**src/design/start_sync_pkg.sv**
```systemverilog
// Constants shared by the start synchroniser and the target queue.
// Assumes one system clock at 100 MHz and an APB register bus.
package start_sync_pkg;

  // ==========================================================================
  // Register offsets (byte addresses, one aligned word each; eight words at the queue base)
  // ==========================================================================
  localparam logic [11:0] OFS_START_CONF  = 12'h008;
  localparam logic [11:0] OFS_OUT_ADD     = 12'h044;
  localparam logic [11:0] OFS_START_DELAY = 12'h04C;
  localparam logic [11:0] OFS_TARGET      = 12'h050;
  localparam logic [11:0] OFS_VEL_LIMIT   = 12'h054;
  localparam logic [11:0] OFS_PROFILE     = 12'h058;
  localparam logic [11:0] OFS_WB_MASK     = 12'h05C;
  localparam logic [11:0] OFS_IRQ_STATUS  = 12'h060;
  localparam logic [11:0] OFS_IRQ_MASK    = 12'h064;
  localparam logic [11:0] OFS_QUEUE_BASE  = 12'h0E0;

  // ==========================================================================
  // Start configuration field positions
  // ==========================================================================
  localparam int APPLY_LSB     = 0;
  localparam int TRIG_LSB      = 5;
  localparam int POL_BIT       = 9;
  localparam int IMMEDIATE_BIT = 10;
  localparam int QUEUE_EN_BIT  = 11;

  // Trigger-select bits, relative to TRIG_LSB
  localparam int TRIG_EXT     = 0;
  localparam int TRIG_TARGET  = 1;
  localparam int TRIG_SPEED   = 2;
  localparam int TRIG_COMPARE = 3;

  // Apply-select bits
  localparam int APPLY_TARGET  = 0;
  localparam int APPLY_VEL     = 1;
  localparam int APPLY_PROFILE = 2;

  // Interrupt status bits
  localparam int IRQ_START = 0;
  localparam int IRQ_EXT   = 1;

  // ==========================================================================
  // Reset values
  // ==========================================================================
  localparam logic [31:0] START_CONF_RST = 32'h0000_0000;
  localparam logic [31:0] WORD_RST       = 32'h0000_0000;
  localparam logic [2:0]  PROFILE_RST    = 3'h0;

endpackage : start_sync_pkg

```
**src/design/start_delay_timer.sv**
```systemverilog
// Start delay timer: counts the start delay after a trigger is recognised.
// Assumes launch, abort and delay come from the same clock domain.
`timescale 1ns/1ps
module start_delay_timer #(
  parameter int WIDTH = 32
) (
  input  wire logic             clk_sys,  // System clock
  input  wire logic             rst_n,    // Asynchronous reset, active low
  input  wire logic             launch,   // Start counting, ignored while busy
  input  wire logic             abort,    // Drop a running count
  input  wire logic [WIDTH-1:0] delay,    // Cycles from launch to expiry
  output logic                  busy,     // Count in progress
  output logic                  expire    // One-cycle pulse at expiry
);

  initial
  begin
    if (WIDTH < 2) $error("start_delay_timer: WIDTH below 2");
  end

  logic [WIDTH-1:0] count_q;

  // ==========================================================================
  // Countdown; a zero delay expires in the launch cycle
  // ==========================================================================
  assign expire = (busy && !abort && count_q <= WIDTH'(1))
                  || (!busy && launch && !abort && delay == '0);

  // Launch while busy is ignored so a running delay is never restarted
  always_ff @(posedge clk_sys or negedge rst_n)
  begin
    if (!rst_n)
    begin
      busy    <= 1'b0;
      count_q <= '0;
    end
    else if (abort || expire)
    begin
      busy <= 1'b0;
    end
    else if (busy)
    begin
      count_q <= count_q - WIDTH'(1);
    end
    else if (launch)
    begin
      busy    <= 1'b1;
      count_q <= delay;
    end
  end

endmodule : start_delay_timer

```
**src/design/target_queue.sv**
```systemverilog
// Eight-entry target queue with shift and write-back on each start.
// Assumes loads and advances are never requested in the same cycle.
`timescale 1ns/1ps
module target_queue #(
  parameter int DEPTH = 8,
  parameter int WIDTH = 32
) (
  input  wire logic             clk_sys,     // System clock
  input  wire logic             rst_n,       // Asynchronous reset, active low
  input  wire logic             loadEn,      // Host write of one entry
  input  wire logic [2:0]       loadIdx,     // Entry written by host
  input  wire logic [WIDTH-1:0] loadData,    // Host write data
  input  wire logic             advance,     // Shift and write back
  input  wire logic [DEPTH-1:0] wbMask,      // Entries to refill
  input  wire logic [WIDTH-1:0] wbValue,     // Currently valid target
  input  wire logic [2:0]       readIdx,     // Entry to read
  output logic      [WIDTH-1:0] head,        // Entry zero
  output logic      [WIDTH-1:0] readData     // Selected entry
);

  initial
  begin
    if (DEPTH != 8) $error("target_queue: DEPTH must be 8");
  end

  logic [WIDTH-1:0] entry_q [DEPTH];

  assign head     = entry_q[0];
  assign readData = entry_q[readIdx];

  // ==========================================================================
  // Entry storage; last entry holds on shift, write-back wins over shift
  // ==========================================================================
  for (genvar n = 0; n < DEPTH; n++)
  begin : g_entry
    always_ff @(posedge clk_sys or negedge rst_n)
    begin
      if (!rst_n)
        entry_q[n] <= '0;
      else if (advance && wbMask[n])
        entry_q[n] <= wbValue;
      else if (advance)
        entry_q[n] <= entry_q[(n == DEPTH-1) ? n : n+1];
      else if (loadEn && loadIdx == 3'(n))
        entry_q[n] <= loadData;
    end
  end

endmodule : target_queue

```
**src/design/start_sync.sv**
```systemverilog
// Start synchroniser with deferred parameter writes and target queue.
// Assumes an APB master on clk_sys and event inputs synchronous to clk_sys.
//
// The register addresses and register access over APB were decided locally.
`timescale 1ns/1ps
module start_sync #(
  parameter int QUEUE_DEPTH = 8
) (
  input  wire logic        clk_sys,        // System clock, 100 MHz
  input  wire logic        rst_n,          // Asynchronous reset, active low
  input  wire logic        psel,           // APB select
  input  wire logic        penable,        // APB access phase
  input  wire logic        pwrite,         // APB direction
  input  wire logic [11:0] paddr,          // APB byte address
  input  wire logic [31:0] pwdata,         // APB write data
  output logic      [31:0] prdata,         // APB read data
  output logic             pready,         // APB ready
  output logic             pslverr,        // APB error, unmapped address
  input  wire logic        startIn,        // Sync pin input level
  output logic             startOut,       // Sync pin output level
  output logic             startOe,        // Sync pin output enable
  input  wire logic        targetArrived,  // Target-arrived event pulse
  input  wire logic        speedArrived,   // Speed-arrived event pulse
  input  wire logic [31:0] actualPosition, // Actual position
  input  wire logic [31:0] comparePosition,// Compare position
  output logic      [31:0] targetPosition, // Active target position
  output logic      [31:0] velocityLimit,  // Active velocity limit
  output logic      [2:0]  rampProfile,    // Active ramp profile select
  output logic             rampStart,      // Pulse: begin positioning ramp
  output logic             irq             // Level interrupt
);

  initial
  begin
    if (QUEUE_DEPTH != 8) $error("start_sync: QUEUE_DEPTH must be 8");
  end

  logic [31:0] startConf_q, outAdd_q, startDelay_q;
  logic [31:0] pendTarget_q, pendVel_q;
  logic [2:0]  pendProfile_q;
  logic        newTarget_q, pendVelV_q, pendProfV_q;
  logic [7:0]  wbMask_q;
  logic [1:0]  irqStat_q, irqMask_q;
  logic        pinDly_q, cmpDly_q, extLaunch_q;
  logic [31:0] outCnt_q;
  logic        outAct_q;

  logic [2:0]  applySel;
  logic [3:0]  trigSel;
  logic        polarity, immediate, queueEn;
  logic        wrEn, rdEn, mapped;
  logic        pinActive, extPulse, cmpMatch, cmpEvent;
  logic        timerBusy, timerExpire, timerLaunch, timerAbort;
  logic        intStart, evtLaunch, extToTimer;
  logic [31:0] queueHead, queueRd;

  assign applySel  = startConf_q[start_sync_pkg::APPLY_LSB +: 3];
  assign trigSel   = startConf_q[start_sync_pkg::TRIG_LSB +: 4];
  assign polarity  = startConf_q[start_sync_pkg::POL_BIT];
  assign immediate = startConf_q[start_sync_pkg::IMMEDIATE_BIT];
  assign queueEn   = startConf_q[start_sync_pkg::QUEUE_EN_BIT];

  // ==========================================================================
  // APB slave: zero wait states, writes land at the completing edge only
  // ==========================================================================
  assign pready = 1'b1;
  assign wrEn   = psel && penable && pwrite;
  assign rdEn   = psel && penable && !pwrite;
  assign mapped = paddr inside {start_sync_pkg::OFS_START_CONF, start_sync_pkg::OFS_OUT_ADD,
                  start_sync_pkg::OFS_START_DELAY, start_sync_pkg::OFS_TARGET,
                  start_sync_pkg::OFS_VEL_LIMIT, start_sync_pkg::OFS_PROFILE,
                  start_sync_pkg::OFS_WB_MASK, start_sync_pkg::OFS_IRQ_STATUS,
                  start_sync_pkg::OFS_IRQ_MASK}
                  || paddr[11:5] == start_sync_pkg::OFS_QUEUE_BASE[11:5];
  assign pslverr = psel && penable && !mapped;

  // Read mux
  always_comb
  begin
    prdata = 32'h0000_0000;
    if (rdEn)
    begin
      case (paddr)
        start_sync_pkg::OFS_START_CONF:  prdata = startConf_q;
        start_sync_pkg::OFS_OUT_ADD:     prdata = outAdd_q;
        start_sync_pkg::OFS_START_DELAY: prdata = startDelay_q;
        start_sync_pkg::OFS_TARGET:      prdata = targetPosition;
        start_sync_pkg::OFS_VEL_LIMIT:   prdata = velocityLimit;
        start_sync_pkg::OFS_PROFILE:     prdata = {29'h0, rampProfile};
        start_sync_pkg::OFS_WB_MASK:     prdata = {24'h0, wbMask_q};
        start_sync_pkg::OFS_IRQ_STATUS:  prdata = {30'h0, irqStat_q};
        start_sync_pkg::OFS_IRQ_MASK:    prdata = {30'h0, irqMask_q};
        default:
          if (paddr[11:5] == start_sync_pkg::OFS_QUEUE_BASE[11:5]) prdata = queueRd;
      endcase
    end
  end

  // Plain configuration registers
  always_ff @(posedge clk_sys or negedge rst_n)
  begin
    if (!rst_n)
    begin
      startConf_q  <= start_sync_pkg::START_CONF_RST;
      outAdd_q     <= start_sync_pkg::WORD_RST;
      startDelay_q <= start_sync_pkg::WORD_RST;
      wbMask_q     <= 8'h00;
      irqMask_q    <= 2'h0;
    end
    else if (wrEn)
    begin
      case (paddr)
        start_sync_pkg::OFS_START_CONF:  startConf_q  <= pwdata;
        start_sync_pkg::OFS_OUT_ADD:     outAdd_q     <= pwdata;
        start_sync_pkg::OFS_START_DELAY: startDelay_q <= pwdata;
        start_sync_pkg::OFS_WB_MASK:     wbMask_q     <= pwdata[7:0];
        start_sync_pkg::OFS_IRQ_MASK:    irqMask_q    <= pwdata[1:0];
        default: ;
      endcase
    end
  end

  // ==========================================================================
  // Trigger recognition
  // ==========================================================================
  // Pin taken as synchronous; an edge into the active level is the trigger
  assign pinActive = startIn ~^ polarity;
  assign cmpMatch  = actualPosition == comparePosition;
  assign extPulse  = trigSel[start_sync_pkg::TRIG_EXT] && pinActive && !pinDly_q;
  assign cmpEvent  = trigSel[start_sync_pkg::TRIG_COMPARE] && cmpMatch && !cmpDly_q;

  always_ff @(posedge clk_sys or negedge rst_n)
  begin
    if (!rst_n)
    begin
      pinDly_q <= 1'b0;
      cmpDly_q <= 1'b0;
    end
    else
    begin
      pinDly_q <= pinActive;
      cmpDly_q <= cmpMatch;
    end
  end

  // Internal events launch the timer; external joins them unless prioritised
  assign evtLaunch = (trigSel[start_sync_pkg::TRIG_TARGET] && targetArrived)
                     || (trigSel[start_sync_pkg::TRIG_SPEED] && speedArrived)
                     || cmpEvent;
  assign extToTimer  = extPulse && !immediate;
  // A running timer swallows compare triggers, and external triggers unless prioritised (those abort it)
  assign timerLaunch = (applySel != 3'h0) && (evtLaunch || extToTimer);
  assign timerAbort  = immediate && extPulse;

  start_delay_timer #(
    .WIDTH (32)
  ) u_timer (
    .clk_sys (clk_sys),
    .rst_n   (rst_n),
    .launch  (timerLaunch),
    .abort   (timerAbort),
    .delay   (startDelay_q),
    .busy    (timerBusy),
    .expire  (timerExpire)
  );

  // Remember which source launched the running timer
  always_ff @(posedge clk_sys or negedge rst_n)
  begin
    if (!rst_n)
      extLaunch_q <= 1'b0;
    else if (timerLaunch && !timerBusy)
      extLaunch_q <= extToTimer;
  end

  // Internal start; apply-select zero disables generation entirely
  assign intStart = (applySel != 3'h0) && (timerExpire || timerAbort);

  // ==========================================================================
  // Deferred writes and the active parameter set
  // ==========================================================================
  always_ff @(posedge clk_sys or negedge rst_n)
  begin
    if (!rst_n)
    begin
      pendTarget_q   <= start_sync_pkg::WORD_RST;
      pendVel_q      <= start_sync_pkg::WORD_RST;
      pendProfile_q  <= start_sync_pkg::PROFILE_RST;
      newTarget_q    <= 1'b0;
      pendVelV_q     <= 1'b0;
      pendProfV_q    <= 1'b0;
      targetPosition <= start_sync_pkg::WORD_RST;
      velocityLimit  <= start_sync_pkg::WORD_RST;
      rampProfile    <= start_sync_pkg::PROFILE_RST;
      rampStart      <= 1'b0;
    end
    else
    begin
      rampStart <= 1'b0;
      // Target: immediate, deferred, or from the queue head
      if (wrEn && paddr == start_sync_pkg::OFS_TARGET)
      begin
        if (applySel[start_sync_pkg::APPLY_TARGET])
        begin
          pendTarget_q <= pwdata;
          newTarget_q  <= 1'b1;
        end
        else
        begin
          targetPosition <= pwdata;
          rampStart      <= 1'b1;
        end
      end
      else if (intStart && applySel[start_sync_pkg::APPLY_TARGET])
      begin
        if (queueEn)
        begin
          targetPosition <= queueHead;
          rampStart      <= 1'b1;
        end
        else if (newTarget_q)
        begin
          targetPosition <= pendTarget_q;
          rampStart      <= 1'b1;
        end
        newTarget_q <= 1'b0;
      end
      // Velocity limit and profile each held until a start when their apply bit is set
      if (wrEn && paddr == start_sync_pkg::OFS_VEL_LIMIT)
      begin
        if (applySel[start_sync_pkg::APPLY_VEL])
        begin
          pendVel_q  <= pwdata;
          pendVelV_q <= 1'b1;
        end
        else
          velocityLimit <= pwdata;
      end
      else if (intStart && pendVelV_q)
      begin
        velocityLimit <= pendVel_q;
        pendVelV_q    <= 1'b0;
      end
      if (wrEn && paddr == start_sync_pkg::OFS_PROFILE)
      begin
        if (applySel[start_sync_pkg::APPLY_PROFILE])
        begin
          pendProfile_q <= pwdata[2:0];
          pendProfV_q   <= 1'b1;
        end
        else
          rampProfile <= pwdata[2:0];
      end
      else if (intStart && pendProfV_q)
      begin
        rampProfile <= pendProfile_q;
        pendProfV_q <= 1'b0;
      end
    end
  end

  // ==========================================================================
  // Target queue; write-back carries the target valid before this start
  // ==========================================================================
  target_queue #(
    .DEPTH (QUEUE_DEPTH),
    .WIDTH (32)
  ) u_queue (
    .clk_sys  (clk_sys),
    .rst_n    (rst_n),
    .loadEn   (wrEn && paddr[11:5] == start_sync_pkg::OFS_QUEUE_BASE[11:5]),
    .loadIdx  (paddr[4:2]),
    .loadData (pwdata),
    .advance  (intStart && queueEn && applySel[start_sync_pkg::APPLY_TARGET]),
    .wbMask   (wbMask_q),
    .wbValue  (targetPosition),
    .readIdx  (paddr[4:2]),
    .head     (queueHead),
    .readData (queueRd)
  );

  // ==========================================================================
  // Sync pin output: extension plus one cycles at the configured polarity
  // ==========================================================================
  always_ff @(posedge clk_sys or negedge rst_n)
  begin
    if (!rst_n)
    begin
      outAct_q <= 1'b0;
      outCnt_q <= 32'h0000_0000;
    end
    else if (intStart)
    begin
      outAct_q <= 1'b1;
      outCnt_q <= outAdd_q;
    end
    else if (outAct_q && outCnt_q != 32'h0000_0000)
      outCnt_q <= outCnt_q - 32'h0000_0001;
    else
      outAct_q <= 1'b0;
  end

  assign startOe  = !trigSel[start_sync_pkg::TRIG_EXT];
  assign startOut = outAct_q ~^ polarity;

  // ==========================================================================
  // Interrupts: sticky status, write one to clear, set wins over clear
  // ==========================================================================
  always_ff @(posedge clk_sys or negedge rst_n)
  begin
    if (!rst_n)
      irqStat_q <= 2'h0;
    else
    begin
      for (int i = 0; i < 2; i++)
      begin
        if (i == start_sync_pkg::IRQ_START ? intStart : extPulse)
          irqStat_q[i] <= 1'b1;
        else if (wrEn && paddr == start_sync_pkg::OFS_IRQ_STATUS && pwdata[i])
          irqStat_q[i] <= 1'b0;
      end
    end
  end

  assign irq = |(irqStat_q & irqMask_q);

  // ==========================================================================
  // Assertions
  // ==========================================================================
  a_out_length: assert property (@(posedge clk_sys) disable iff (!rst_n)
    $rose(outAct_q) && outAdd_q == 32'h0000_0002 |-> outAct_q [*3] ##1 !outAct_q)
    else $error("start output length wrong");
  a_out_single: assert property (@(posedge clk_sys) disable iff (!rst_n)
    intStart && outAdd_q == 32'h0000_0000 |=> outAct_q ##1 (!outAct_q || $past(intStart)))
    else $error("start output not single cycle");
  a_no_retarget: assert property (@(posedge clk_sys) disable iff (!rst_n)
    intStart && !newTarget_q && !queueEn && !wrEn |=> !rampStart)
    else $error("ramp started without new target");
  a_deferred_tgt: assert property (@(posedge clk_sys) disable iff (!rst_n)
    wrEn && paddr == start_sync_pkg::OFS_TARGET && applySel[0] |=> $stable(targetPosition))
    else $error("deferred target applied early");
  a_vel_applied: assert property (@(posedge clk_sys) disable iff (!rst_n)
    intStart && pendVelV_q && !wrEn |=> velocityLimit == $past(pendVel_q))
    else $error("velocity not applied at start");
  a_cmp_ignored: assert property (@(posedge clk_sys) disable iff (!rst_n)
    timerBusy && extLaunch_q && cmpEvent && !timerExpire |=> timerBusy)
    else $error("compare match disturbed timer");
  a_ext_priority: assert property (@(posedge clk_sys) disable iff (!rst_n)
    immediate && extPulse && applySel != 3'h0 |-> intStart ##1 !timerBusy)
    else $error("prioritised start not immediate");
  a_queue_head: assert property (@(posedge clk_sys) disable iff (!rst_n)
    intStart && queueEn && applySel[0] && !wrEn |=> targetPosition == $past(queueHead))
    else $error("queue head not copied");
  a_no_start_off: assert property (@(posedge clk_sys) disable iff (!rst_n)
    applySel == 3'h0 |-> !intStart)
    else $error("start generated while disabled");

  c_ext_start:   cover property (@(posedge clk_sys) disable iff (!rst_n) extPulse ##[1:4] intStart);
  c_delay_start: cover property (@(posedge clk_sys) disable iff (!rst_n) timerBusy ##1 timerExpire);
  c_queue_step:  cover property (@(posedge clk_sys) disable iff (!rst_n) intStart && queueEn);
  c_irq:         cover property (@(posedge clk_sys) disable iff (!rst_n) $rose(irq));

endmodule : start_sync

```
**config.mk**
```make
export PLATFORM = sky130hd
export DESIGN_NAME = start_sync
export DESIGN_NICKNAME = d
export VERILOG_FILES = /design/src/design/start_sync_pkg.sv /design/src/design/start_delay_timer.sv /design/src/design/target_queue.sv /design/src/design/start_sync.sv
export SDC_FILE = /design/constraint.sdc
export NUM_CORES = 1
export LEC_CHECK = 0
export BUFFER_PORTS_ARGS = -buffer_cell sky130_fd_sc_hd__buf_4
export CORE_UTILIZATION = 50
export DETAILED_ROUTE_END_ITERATION = 12
export PLACE_DENSITY_LB_ADDON = 0.15
export SLEW_MARGIN = 20
export SYNTH_ARGS = -nofsm -noshare
export SYNTH_HDL_FRONTEND = slang
export SYNTH_SLANG_ARGS = --single-unit
```
**constraint.sdc**
```tcl
create_clock -name clk_sys -period 4 [get_ports clk_sys]
set_clock_uncertainty 0.05 [all_clocks]
set_input_delay 0.4 -clock clk_sys [delete_from_list [all_inputs] [get_ports clk_sys]]
set_output_delay 0.4 -clock clk_sys [all_outputs]
set_load 0.005 [all_outputs]
```
==> results by group <==
Detailed routing
  – Wire per inst: 27.5 µm
  – First-pass iteration count of the detailed router: 9
  – Post-DRT Antenna Nets: 0
  – Iteration-0 DRC Markers: 2806
  – Routed vias/inst: 6.62
  – Vias: 26188
  – # DRC: 0
  – Routed Wire Length: 109000 µm

Global routing
  – Wire length of the first global-routing pass: 165000 µm
  – GR Util All Layers: 32.4%
  – Vias in the first global route: 25990
  – Largest net degree at the start of global routing: 185
  – Overflow left after global routing: 0
  – Initial antenna violation count: 4

Hold path
  – Hold endpoint: startDelay_q[19]
  – Hold path start: pwdata[19]
  – Hold Path Stages: 3
  – Worst Hold Class: primary input to register

Yosys
  – Number of enable flip-flop cells after synthesis: 0
  – Syn avg cell area: 11.0 µm²
  – Area leader, netlist: dfrtp_1
  – Synth Area in XOR/XNOR: 1.62%
  – YS warnings: 0
  – Async set or reset register ratio after synthesis: 100%
  – Synth area leaders: dfrtp_1 (43%), mux2_2 (7.9%), mux2i_1 (7.8%), a211oi_2 (5.5%), mux4_2 (4.4%)
  – Cells after Synth: 3004
  – Post-Synth Adder-Cell Area: 0.114%
  – Post-synthesis simple-gate area fraction: 11.1%
  – Synth Net Count: 3123
  – Area fraction in compound gates after synthesis: 19.0%
  – Seq/Total Area, Yosys: 43.3%
  – Synth cell types: 79
  – Top FF cell, synth: dfrtp_1
  – Mux contribution to synthesized area: 20.1%
  – Cell Area, Synth: 33000 µm²
  – Largest family of logic cells by synthesized area: multiplexers
  – Share of the synthesized area in the top cell type: 43.3%
  – Post-synthesis register bit count: 570

Run
  – Max-cap violations: 0

STA
  – Worst setup margin: 0.194 ns
  – Setup_tns: 0 ns
  – Period utilization: 95.1%
  – RSZ-0062 raised after global routing: no
  – Hold slack: 0.129 ns
  – Relative slew slack: 31.6%
  – Finish-stage setup viols: 0
  – Achievable Freq: 0.263 GHz
  – Pin slew with the least headroom to its limit: 1.03 ns
  – Hold Fails Final Rpt: 0
  – Max-slew violation count: 0
  – Tmin final: 3.81 ns

Setup path
  – Worst Setup End Kind: primary output
  – Startpoint types: primary input
  – Critical path class: primary input to primary output
  – CP arrival: 3.36 ns
  – R2r startpoint: u_timer.count_q[11]
  – FF-to-FF path depth: 8
  – Crit Reg-Reg Endpoint: u_queue.entry_q[17]
  – Worst Setup SP: paddr[9]
  – Reg2reg setup slack: 0.38 ns
  – WP data required: 3.55 ns
  – CP Max Fanout: 9

Floorplan
  – Core Box Area: 64800 µm²
  – Die Ht: 259 µm
  – Die width: 259 µm
  – # IOs: 221
  – Die Footprint: 67000 µm²
  – Initial Utilization: 50.9%
  – FP Rows: 93

Place
  – Placement Setup Slack: 0.298 ns
  – Buffers on Ports: 219
  – Final Wtd Congestion: 0.954
  – Post-DP HPWL: 68100 µm

Run status
  – Outcome: complete, no violations

CTS
  – Clock Tree Root: clkbuf_16
  – Max clock buf depth: 3
  – Clock transition at path regs: 0.06 ns
  – Clk sink count: 570
  – Cts bufs inserted: 68
  – Postcts setup bufs: 0
  – Worst-Skew Late Latency: 0.60 ns
  – H-tree levels: 3
  – CTS tree: yes
  – Post-CTS sizing: 0
  – Cts hold-fix bufs: 2

Pwr
  – Maximum vdd drop: 0.000211 V
  – Lkg Pwr: 17.1 nW
  – Pwr/cell area: 346 nW/µm²

Layout
  – Layout cells sized above 1: 28.6%
  – Fillers: 5373
  – Fin nets: 3169
  – Core Util, Final: 57.6%
  – Area grow syn2layout: 13.2%
[worst max-delay path, cell delays in order]
cell and delay (ns):
buf_4 0.11, or4_1 0.72, nor3_1 0.49, and2_1 0.47
nor3_1 0.11, nand3_1 0.15, a21oi_1 0.06, a311oi_1 0.61
buf_4 0.22
[cell families after synthesis]
logic type,Yosys count
AOI/OAI and AO/OA,806
xor gates and xnor gates,61
adders and majority gates,3
buffers and inverters,346
DFF,570
muxes,552
other,1
and+or+nand+nor,665
[cells in the final DEF (no fill, tap or decap), drive strengths merged, types with 6 or more instances in the layout]
cell type / Yosys / routed
dfrtp: 570 / 570
buf: 119 / 297
mux2i: 256 / 256
a21oi: 254 / 254
mux2: 232 / 232
a211oi: 228 / 228
nor2b: 227 / 227
nand2: 151 / 151
clkbuf: 204 / 105
o21ai: 90 / 90
mux4: 64 / 64
xnor2: 54 / 54
or3: 53 / 53
nor2: 50 / 50
a221o: 44 / 44
and3: 39 / 39
a222oi: 37 / 37
o221a: 36 / 36
nor3: 35 / 35
a31oi: 34 / 34
a22oi: 31 / 31
nor4: 28 / 28
inv: 23 / 24
and2: 18 / 18
nand3: 16 / 16
nand4: 15 / 15
or4: 10 / 10
or2: 8 / 8
xor2: 7 / 7
clkinv: 0 / 7
o221ai: 6 / 6
[cell type report]
class	instances	area, µm²	share of cell area (%)
inverter	23	86.3	0.231
timing repair buffer	299	2440	6.55
clock inverter	12	119	0.318
clock buffer	105	2100	5.62
antenna	5	12.5	0.0335
sequential	570	14300	38.3
tap	855	1070	2.86
multi-input combinational	2088	17200	46.1
[cells in the mapped netlist, types with 5 or more instances]
| cell | number |
|---|---|
| a211oi_1 | 84 |
| a211oi_2 | 144 |
| a21boi_0 | 5 |
| a21oi_1 | 252 |
| a221o_1 | 44 |
| a222oi_1 | 37 |
| a22oi_1 | 31 |
| a31oi_1 | 34 |
| and2_1 | 17 |
| and3_1 | 39 |
| buf_1 | 46 |
| buf_2 | 43 |
| buf_6 | 29 |
| clkbuf_1 | 204 |
| dfrtp_1 | 570 |
| inv_1 | 22 |
| mux2_2 | 232 |
| mux2i_1 | 256 |
| mux4_2 | 64 |
| nand2_1 | 151 |
| nand3_1 | 15 |
| nand4_1 | 15 |
| nor2_1 | 49 |
| nor2b_1 | 227 |
| nor3_1 | 35 |
| nor4_1 | 26 |
| o21ai_0 | 74 |
| o21ai_1 | 15 |
| o221a_1 | 30 |
| o221a_2 | 6 |
| o221ai_1 | 6 |
| or2_2 | 8 |
| or3_1 | 52 |
| or4_1 | 9 |
| xnor2_1 | 54 |
| xor2_1 | 7 |
[flip-flops by register name, summed over array words and instances, names as in the netlist, 2 cells and up]
register,count
irqMask_q,2
irqStat_q,2
outAdd_q,32
outCnt_q,32
pendProfile_q,3
pendTarget_q,32
pendVel_q,32
rampProfile,3
startConf_q,32
startDelay_q,32
targetPosition,32
u_queue.entry_q,224
u_queue.head,32
u_timer.count_q,32
velocityLimit,32
wbMask_q,8
[worst max path at each step]
stage	to	slack [ns]
3_5_place_dp	prdata[24]	0.30
4_1_cts	prdata[24]	0.33
2_1_floorplan	prdata[14]	0.91
6_report	prdata[24]	0.19
5_1_grt	prdata[24]	0.10
3_3_place_gp	prdata[24]	0.37
[report_power, final]
group          total (mW)  switching (mW)  internal [mW]
logic               0.771           0.480          0.291
registers            5.95           0.101           5.85
clock network        6.21            2.49           3.72
[layer usage]
layer	vias up	track usage, %	share of wire, %
met2	1143	49.7	45
met3	214	6.62	8.5
met1	13455	45.6	43
li1	11372	-	-
met4	4	11.1	3.3
met5	-	0	0.031
[per-stage QoR]
stage	cells	area, µm²	power (mW)
final	3957	37300	12.9
after global routing	3953	37300	13.3
after CTS	3952	37300	13.0
after detailed placement	3833	35100	6.82
after global placement	3833	35100	6.80
after floorplan	3004	33000	6.41
No activity file was read; power rests on OpenSTA's default activity.
